**config.mk**
```make
export PLATFORM = sky130hd
export DESIGN_NAME = mcs_seq
export DESIGN_NICKNAME = d
export VERILOG_FILES = /design/src/hdl/mcs_pkg.sv /design/src/hdl/mcs_seq.sv /design/src/hdl/mcs_timing.sv
export SDC_FILE = /design/constraint.sdc
export NUM_CORES = 1
export LEC_CHECK = 0
export CAP_MARGIN = 20
export CORE_AREA = 8 8 100 79
export DETAILED_ROUTE_END_ITERATION = 12
export DIE_AREA = 0 0 108 87
export DONT_BUFFER_PORTS = 1
export PLACE_DENSITY = 0.8
export REMOVE_ABC_BUFFERS = 1
export SYNTH_ARGS = -nofsm -noshare
export SYNTH_HDL_FRONTEND = slang
export SYNTH_HIERARCHICAL = 1
export SYNTH_SLANG_ARGS = --single-unit
```
**constraint.sdc**
```tcl
create_clock -name sys_clk -period 2.4 [get_ports sys_clk]
set_input_delay 0.24 -clock sys_clk [delete_from_list [all_inputs] [get_ports sys_clk]]
set_output_delay 0.24 -clock sys_clk [all_outputs]
set_load 0.1 [all_outputs]
```
**src/hdl/mcs_pkg.sv**
```systemverilog
package mcs_pkg;
	// power control register
	localparam logic [7:0] PWR_CTL_ADDR = 8'h87;
	localparam logic [7:0] PWR_CTL_RESET = 8'h00;
	localparam int BIT_BAUD = 7;
	localparam int BIT_PD_START = 6;
	localparam int BIT_IDLE_START = 5;
	localparam int BIT_RSVD = 4;
	localparam int BIT_UF1 = 3;
	localparam int BIT_UF0 = 2;
	localparam int BIT_PD_EN = 1;
	localparam int BIT_IDLE_EN = 0;
	localparam logic [7:0] RD_UNMAPPED = 8'h00;
	// machine cycle timing
	localparam int STATE_COUNT = 6;
	localparam int PERIODS_PER_STATE = 2;
	localparam int MC_PERIODS = STATE_COUNT * PERIODS_PER_STATE;
	localparam logic [2:0] ST_S1 = 3'h0;
	localparam logic [2:0] ST_S2 = 3'h1;
	localparam logic [2:0] ST_S3 = 3'h2;
	localparam logic [2:0] ST_S4 = 3'h3;
	localparam logic [2:0] ST_S5 = 3'h4;
	localparam logic [2:0] ST_S6 = 3'h5;
	localparam logic PH_1 = 1'b0;
	localparam logic PH_2 = 1'b1;
	// instruction lengths in machine cycles
	localparam logic [2:0] CYC_ONE = 3'h1;
	localparam logic [2:0] CYC_EXT_MOVE = 3'h2;
	localparam logic [2:0] CYC_MULDIV = 3'h4;
	localparam logic [15:0] PC_RESET = 16'h0000;
	localparam logic [15:0] PC_STEP = 16'h0001;
	typedef enum logic [1:0] {
		MCS_RUN,
		MCS_IDLE,
		MCS_PDOWN
	} mcs_mode_e;
endpackage : mcs_pkg

```
**src/hdl/mcs_seq.sv**
```systemverilog
// Operation
// - a machine cycle is six states, twelve oscillator periods
// - each state is two periods, phase 1 then phase 2, S1P1 to S6P2
// - arithmetic in phase 1, register transfers in phase 2
// - address strobe pulses S1P2-S2P1 and S4P2-S5P1
// - opcode latched into instruction register at S1P2
// - second byte of a two-byte instruction read in S4
// - one-byte instruction: S4 byte fetched, discarded, counter kept
// - instruction completes at end of S6P2 of its last cycle
// - most take one cycle; multiply and divide take four
// - two code fetches per cycle except external data move
// - external move is two cycles; second cycle skips both fetches
// - 16-bit program counter, loaded by control transfers
// - power control at 87h with baud, mode, flag, reserved bits
// - baud doubling bit doubles serial rate in modes 1, 2, 3
// - power-down needs enable set, then start ends execution
// - idle needs enable set, then start ends execution
// - modes only entered while the power-save pin permits
// - two user flags freely written and read, also on idle entry
// - interrupt ends idle, user flags kept
// - on-chip data memory kept during power-down
`timescale 1ns/1ps
module mcs_seq
	import mcs_pkg::*;
(
	input wire logic sys_clk,
	input wire logic srst,
	input wire logic [7:0] reg_addr,
	input wire logic [7:0] reg_wdata,
	input wire logic reg_wr,
	input wire logic reg_rd,
	output logic [7:0] reg_rdata,
	input wire logic [7:0] code_data,
	output logic code_rd,
	output logic ale,
	output logic ext_data_strobe,
	input wire logic dec_two_byte,
	input wire logic [2:0] dec_cycles,
	input wire logic dec_ext_move,
	input wire logic pc_load,
	input wire logic [15:0] pc_target,
	output logic [15:0] program_counter,
	output logic [7:0] instr_reg,
	output logic [7:0] operand,
	output logic [2:0] state_num,
	output logic phase2,
	output logic alu_phase,
	output logic xfer_phase,
	output logic exec_done,
	input wire logic powersave_pin_enable,
	input wire logic irq_req,
	input wire logic [1:0] serial_mode,
	output logic baud_rate_x2,
	output logic idle_active,
	output logic powerdown_active,
	output logic ram_retain,
	output logic periph_clk_run
);
	logic [2:0] st;
	logic ph;
	logic cyc_end;
	logic run;
	mcs_mode_e mode_q;
	logic [7:0] code_s1_q, code_s2_q;
	logic pe_s1_q, pe_s2_q;
	logic [2:0] mc_q;
	logic [2:0] ncyc_q;
	logic ext_q;
	logic first_cyc, skip_cyc, last_cyc;
	logic fetch1, fetch4;
	logic [15:0] pc_q;
	logic [7:0] ir_q, opnd_q;
	logic baud_q, uf1_q, uf0_q, idle_en_q, pd_en_q;
	logic idle_wr_q, pd_wr_q, idle_arm_q, pd_arm_q;
	logic idle_go_q, pd_go_q;
	logic [7:0] rdata_q;
	logic pc_wr, idle_ok, pd_ok;

	assign run = (mode_q == MCS_RUN);

	// idle and power-down freeze the sequencer
	mcs_timing u_timing (
		.sys_clk(sys_clk),
		.srst(srst),
		.hold(!run),
		.state_q(st),
		.phase_q(ph),
		.cycle_end(cyc_end)
	);

	// code bus and pin come from outside the clock domain
	always_ff @(posedge sys_clk) begin
		if (srst) begin
			code_s1_q <= 8'h00;
			code_s2_q <= 8'h00;
		end else begin
			code_s1_q <= code_data;
			code_s2_q <= code_s1_q;
		end
	end

	always_ff @(posedge sys_clk) begin
		if (srst) begin
			pe_s1_q <= 1'b0;
			pe_s2_q <= 1'b0;
		end else begin
			pe_s1_q <= powersave_pin_enable;
			pe_s2_q <= pe_s1_q;
		end
	end

	assign first_cyc = (mc_q == 3'h0);
	// second cycle of an external move has no code fetch
	assign skip_cyc = ext_q && (mc_q == 3'h1);
	assign last_cyc = (mc_q == ncyc_q - 3'h1);
	assign fetch1 = run && (st == ST_S1) && (ph == PH_2) && !skip_cyc;
	assign fetch4 = run && (st == ST_S4) && (ph == PH_2) && !skip_cyc;
	assign exec_done = cyc_end && last_cyc;

	// cycle count taken from the decoder in S4 of the first cycle
	always_ff @(posedge sys_clk) begin
		if (srst) begin
			ncyc_q <= CYC_ONE;
			ext_q <= 1'b0;
		end else if (run && first_cyc && st == ST_S4 && ph == PH_2) begin
			ncyc_q <= dec_ext_move ? CYC_EXT_MOVE : dec_cycles;
			ext_q <= dec_ext_move;
		end
	end

	always_ff @(posedge sys_clk) begin
		if (srst) begin
			mc_q <= 3'h0;
		end else if (cyc_end) begin
			mc_q <= last_cyc ? 3'h0 : mc_q + 3'h1;
		end
	end

	// opcode latch closing the S1P2 fetch
	// synchroniser delay: the S1P1 byte reaches the register at the S2P1 edge
	always_ff @(posedge sys_clk) begin
		if (srst) begin
			ir_q <= 8'h00;
		end else if (run && st == ST_S2 && ph == PH_1 && first_cyc && !skip_cyc) begin
			ir_q <= code_s2_q;
		end
	end

	// second byte fetched in S4, taken one phase later
	always_ff @(posedge sys_clk) begin
		if (srst) begin
			opnd_q <= 8'h00;
		end else if (run && st == ST_S5 && ph == PH_1 && first_cyc && dec_two_byte) begin
			opnd_q <= code_s2_q;
		end
	end

	// program counter steps on kept bytes, loads at completion
	// discarded fetches leave the counter alone
	always_ff @(posedge sys_clk) begin
		if (srst) begin
			pc_q <= PC_RESET;
		end else if (exec_done && pc_load) begin
			pc_q <= pc_target;
		end else if (fetch1 && first_cyc) begin
			pc_q <= pc_q + PC_STEP;
		end else if (fetch4 && first_cyc && dec_two_byte) begin
			pc_q <= pc_q + PC_STEP;
		end
	end

	// memory gets the strobe a phase ahead to cover the input synchroniser
	always_comb begin
		code_rd = 1'b0;
		if (run && !skip_cyc) begin
			code_rd = (st == ST_S1) || (st == ST_S4);
		end
	end

	always_comb begin
		ale = 1'b0;
		if (run) begin
			ale = ((st == ST_S1) && ph == PH_2 && !skip_cyc) ||
				((st == ST_S2) && ph == PH_1 && !skip_cyc) ||
				((st == ST_S4) && ph == PH_2) ||
				((st == ST_S5) && ph == PH_1);
		end
	end

	assign ext_data_strobe = run && skip_cyc;

	// phase 1 for arithmetic, phase 2 for transfers
	assign alu_phase = run && (ph == PH_1);
	assign xfer_phase = run && (ph == PH_2);

	assign pc_wr = reg_wr && (reg_addr == PWR_CTL_ADDR);
	// power-down start only after enable in preceding instruction
	assign pd_ok = reg_wdata[BIT_PD_START] && pd_en_q && pd_arm_q && pe_s2_q;
	// idle start only after enable in preceding instruction
	assign idle_ok = reg_wdata[BIT_IDLE_START] && idle_en_q && idle_arm_q && pe_s2_q;

	// stored bits of the power control register
	always_ff @(posedge sys_clk) begin
		if (srst) begin
			baud_q <= PWR_CTL_RESET[BIT_BAUD];
			uf1_q <= PWR_CTL_RESET[BIT_UF1];
			uf0_q <= PWR_CTL_RESET[BIT_UF0];
		end else if (pc_wr) begin
			baud_q <= reg_wdata[BIT_BAUD];
			uf1_q <= reg_wdata[BIT_UF1];
			uf0_q <= reg_wdata[BIT_UF0];
		end
	end

	// start without a fresh enable clears the enable
	always_ff @(posedge sys_clk) begin
		if (srst) begin
			idle_en_q <= PWR_CTL_RESET[BIT_IDLE_EN];
		end else if (pc_wr && reg_wdata[BIT_IDLE_START]) begin
			idle_en_q <= 1'b0;
		end else if (pc_wr) begin
			idle_en_q <= reg_wdata[BIT_IDLE_EN];
		end
	end

	always_ff @(posedge sys_clk) begin
		if (srst) begin
			pd_en_q <= PWR_CTL_RESET[BIT_PD_EN];
		end else if (pc_wr && reg_wdata[BIT_PD_START]) begin
			pd_en_q <= 1'b0;
		end else if (pc_wr) begin
			pd_en_q <= reg_wdata[BIT_PD_EN];
		end
	end

	// enable written in this instruction arms the start for the next one
	always_ff @(posedge sys_clk) begin
		if (srst) begin
			idle_wr_q <= 1'b0;
			pd_wr_q <= 1'b0;
			idle_arm_q <= 1'b0;
			pd_arm_q <= 1'b0;
		end else if (exec_done) begin
			idle_wr_q <= 1'b0;
			pd_wr_q <= 1'b0;
			idle_arm_q <= idle_wr_q || (pc_wr && reg_wdata[BIT_IDLE_EN]);
			pd_arm_q <= pd_wr_q || (pc_wr && reg_wdata[BIT_PD_EN]);
		end else if (pc_wr) begin
			idle_wr_q <= idle_wr_q || reg_wdata[BIT_IDLE_EN];
			pd_wr_q <= pd_wr_q || reg_wdata[BIT_PD_EN];
		end
	end

	// a start taken mid-instruction waits for completion before the mode
	always_ff @(posedge sys_clk) begin
		if (srst) begin
			idle_go_q <= 1'b0;
			pd_go_q <= 1'b0;
		end else if (exec_done) begin
			idle_go_q <= 1'b0;
			pd_go_q <= 1'b0;
		end else if (pc_wr) begin
			idle_go_q <= idle_go_q || idle_ok;
			pd_go_q <= pd_go_q || pd_ok;
		end
	end

	// power-down is left only by reset
	always_ff @(posedge sys_clk) begin
		if (srst) begin
			mode_q <= MCS_RUN;
		end else begin
			unique case (mode_q)
				MCS_RUN: begin
					if (exec_done && pd_go_q) begin
						mode_q <= MCS_PDOWN;
					end else if (exec_done && idle_go_q) begin
						mode_q <= MCS_IDLE;
					end
				end
				MCS_IDLE: begin
					if (irq_req) begin
						mode_q <= MCS_RUN;
					end
				end
				MCS_PDOWN: begin
					mode_q <= MCS_PDOWN;
				end
				default: begin
					mode_q <= MCS_RUN;
				end
			endcase
		end
	end

	// reserved bit reads zero; start bits read back the active mode
	always_ff @(posedge sys_clk) begin
		if (srst) begin
			rdata_q <= RD_UNMAPPED;
		end else if (reg_rd && reg_addr == PWR_CTL_ADDR) begin
			rdata_q <= {baud_q, powerdown_active, idle_active, 1'b0,
				uf1_q, uf0_q, pd_en_q, idle_en_q};
		end else begin
			rdata_q <= RD_UNMAPPED;
		end
	end

	assign reg_rdata = rdata_q;
	assign program_counter = pc_q;
	assign instr_reg = ir_q;
	assign operand = opnd_q;
	assign state_num = st;
	assign phase2 = ph;
	// doubling only in serial modes 1, 2 and 3
	assign baud_rate_x2 = baud_q && (serial_mode != 2'h0);
	assign idle_active = (mode_q == MCS_IDLE);
	assign powerdown_active = (mode_q == MCS_PDOWN);
	// data memory writes blocked, contents kept
	assign ram_retain = (mode_q == MCS_PDOWN);
	assign periph_clk_run = (mode_q != MCS_PDOWN);
endmodule : mcs_seq

```
**src/hdl/mcs_timing.sv**
```systemverilog
`timescale 1ns/1ps
module mcs_timing
	import mcs_pkg::*;
(
	input wire logic sys_clk,
	input wire logic srst,
	input wire logic hold,
	output logic [2:0] state_q,
	output logic phase_q,
	output logic cycle_end
);
	// one oscillator period per clock, so a phase is one sys_clk
	always_ff @(posedge sys_clk) begin
		if (srst) begin
			phase_q <= PH_1;
		end else if (!hold) begin
			phase_q <= ~phase_q;
		end
	end

	always_ff @(posedge sys_clk) begin
		if (srst) begin
			state_q <= ST_S1;
		end else if (!hold && phase_q == PH_2) begin
			state_q <= (state_q == ST_S6) ? ST_S1 : state_q + 3'h1;
		end
	end

	assign cycle_end = (state_q == ST_S6) && (phase_q == PH_2) && !hold;
endmodule : mcs_timing

```
==> qor.csv <==
stage;metric;value;unit
cells_and_area;area grow syn2layout;22.52;%
run_status;status;completed;
synth;Post-Syn Area;0.003344;mm2
critical_path;WS Path Type;reg2out;
clocking;clock sink count;81;
sta;unrepaired setup endpoints after global routing;true;
synth;Yosys reg bits;81;
cells_and_area;nets;461;
sta;Max Slew Vio Count;0;
floorplanning;die width;108;um
drt;drt first pass iters;4;
hold_path;hold_sp;code_data[7];
synth;Mapped Avg Cell Area;9.448;um2
sta;Rel. slew slack;36.09;%
power;power per cell area;679.5;mW/mm2
global_routing;GRT overflow;0;
drt;Vias;2596;
floorplanning;core area;0.006474;mm2
drt;DRT met1 WL;3108;um
clocking;CTS clk-pin slew, worst paths;0.08;ns
critical_path;Startpoint Class;flip-flop;
global_routing;vias in the first global route;2620;
cells_and_area;final std cells w/o fill;490;
critical_path;CP Max Fanout;8;
placed_design;Placed Instances;474;
run;maxcap violations;0;
cells_and_area;antenna cell count;0;
sta;final worst-path cycle share;95.16;%
cells_and_area;most common cell after layout, fill and taps aside;dfxtp_1;
sta;fmax;437.9;MHz
cells_and_area;design area;0.004098;mm2
clocking;H-Tree Depth;3;
drt;DRT iter0 DRCs;88;
placed_design;placement-stage cell area;0.003840;mm2
clocking;clk_lat worst skew;0.34;ns
placed_design;Detailed Place HPWL;5820;um
floorplanning;# rows;26;
clocking;Clock Tree Buf Depth;2;
drt;final WL;7959;um
drt;routed len/inst;16.24;um
floorplanning;Initial Util;51.66;%
global_routing;largest net degree at the start of global routing;68;
clocking;Root Driver;clkbuf_8;
cells_and_area;fillers;533;
floorplanning;full die area;0.009396;mm2
sta;minimum clock period after layout;2.284;ns
critical_path;crit path launch;mode_q[1]$_SDFFE_PP0P_;
critical_path;Buf+Inv Stages, Crit Path;2;
synth;post-synthesis sequential area ratio;48.48;%
drt;drt drc;0;
synth;Cell variety after synth;52;
global_routing;initial antenna violation count;0;
synth;post-synthesis cell count;354;
cells_and_area;Core Util, Final;63.30;%
synth;yosys warns;6;
synth;leading area contributor after synthesis;dfxtp_1;
power;Max VDD drop;319.2;uV
cells_and_area;share of post-route cells with drive strength above 1;21.18;%
power;Static Leak;1.712;nW
critical_path;Worst path max stage delay;0.38;ns
global_routing;first-pass GRT wire length;12590;um
drt;routed wl met3;652;um
global_routing;gr usage total;16.92;%
placed_design;IO buf count;0;
sta;worst slew pin tran;0.9573;ns
sta;Final Hold Viols;0;
critical_path;CP endpoint kind;primary output;
synth;ys flop type;dfxtp_1;
drt;post-route ant nets;0;
clocking;CTS tree;built;
drt;routed vias/inst;5.298;
critical_path;Crit path required time;2.16;ns
placed_design;RePlAce Congestion;0.7602;
critical_path;Critical Path AT;2.04;ns
critical_path;r2r startpoint;mc_q[0]$_SDFFE_PP0P_;
cells_and_area;most frequent cells in the layout;dfxtp_1, nor2_1, buf_4;
drt;Max Used Layer;met4;
synth;Synth area leaders;dfxtp_1, nor2_1, mux2i_1, xnor2_1, nor2b_1;
cells_and_area;max reg flops;16;
sta;Max Clock Skew;0.007722;ns
drt;wire length on met2;4116;um
critical_path;slowest CP cell;dfxtp_1;
floorplanning;Ports;109;
critical_path;CP cell instances;nor2_1 > inv_1 > nand3b_4 > nor3b_1 > and4_1 > buf_6;
synth;Post-synth EDFFs;0;
sta;setup TNS;0;ns
floorplanning;Die Y;87;um
synth;share of the synthesized area in the top cell type;48.48;%
hold_path;Hold Path Class;in2reg;
sta;Final Setup Violations;0;
critical_path;cell family with most CP delay;simple AND/OR/NAND/NOR gates;
synth;Async S/R FF share, synth;0;%
clocking;Num CTS Buffers;9;
-- per-layer routing --
metal / vias up / global-route usage [%]
li1: 1303 / -
met2: 68 / 30.48
met5: - / 0
met1: 1217 / 17.27
met4: 0 / 5.905
met3: 8 / 6.805
-- layout make-up --
type	count	area, um2	area share [%]
sequential	81	1622	39.57
tap	84	105.1	2.565
clock buffer	9	123.9	3.023
multi-input combinational	247	1637	39.94
clock inverter	6	90.09	2.198
timing repair buffer	54	486.7	11.88
inverter	9	33.78	0.8244
-- cell usage after synthesis, types with 9 or more instances --
master,instances
xnor2_1,16
and2_1,9
clkbuf_1,11
mux2i_1,18
a211oi_1,17
a21oi_1,12
nand2_1,20
nor2_1,53
dfxtp_1,81
inv_1,9
nor2b_1,21
nor3_1,9
-- report_power, final --
| part | total (mW) | switching [mW] | internal (mW) |
|---|---|---|---|
| Sequential | 1.39 | 0.0199 | 1.37 |
| Clock | 1.07 | 0.488 | 0.586 |
| Combinational | 0.323 | 0.225 | 0.0975 |
-- timing repair --
| action | in CTS | in global routing |
|---|---|---|
| hold buffers | 1 | 0 |
| setup endpoints to repair | 0 | 24 |
| resized for setup | 0 | 3 |
| hold endpoints to repair | 67 | 0 |
| buffers inserted | 0 | 0 |
-- worst paths after layout --
| check | to | cells past startpoint | slack [ns] |
|---|---|---|---|
| max | exec_done | 6 | 0.12 |
| min | code_s1_q[7]$_SDFF_PP0_ | 1 | 0.02 |
| max reg2reg | program_counter[15]$_SDFFE_PP0P_ | 7 | 0.12 |
| min reg2reg | code_s2_q[7]$_SDFF_PP0_ | 1 | 0.44 |
-- worst reg2reg max path: stages, from the launching register on --
cell      delay, ns
dfxtp_1        0.38
inv_1          0.08
ha_1           0.18
nor4b_4        0.36
nand2_1        0.13
or2_1          0.29
or4_1          0.52
a311oi_2       0.26
-- cells by family after synthesis --
logic type,Yosys count,share of synthesized area [%]
AND/OR/NAND/NOR,161,26.45
flip-flops,81,48.48
AO/OA/AOI/OAI,42,8.679
buffers and inverters,26,3.367
XOR/XNOR,20,5.649
multiplexers,18,5.387
adder cells (fa/ha/maj),5,1.871
other,1,0.1121
-- stage by stage --
step / total power, mW / hold slack [ns] / setup slack, ns
floorplan: 1.634 / 0.3024 / -3.836
CTS: 2.820 / 0.002865 / 0.01523
finish: 2.785 / 0.02436 / 0.1162
global placement: 1.716 / 0.3154 / 0.2022
global route: 2.885 / 0.01478 / -0.1116
detailed placement: 1.721 / 0.3164 / 0.1747
Power figures use the tool's default switching activity.
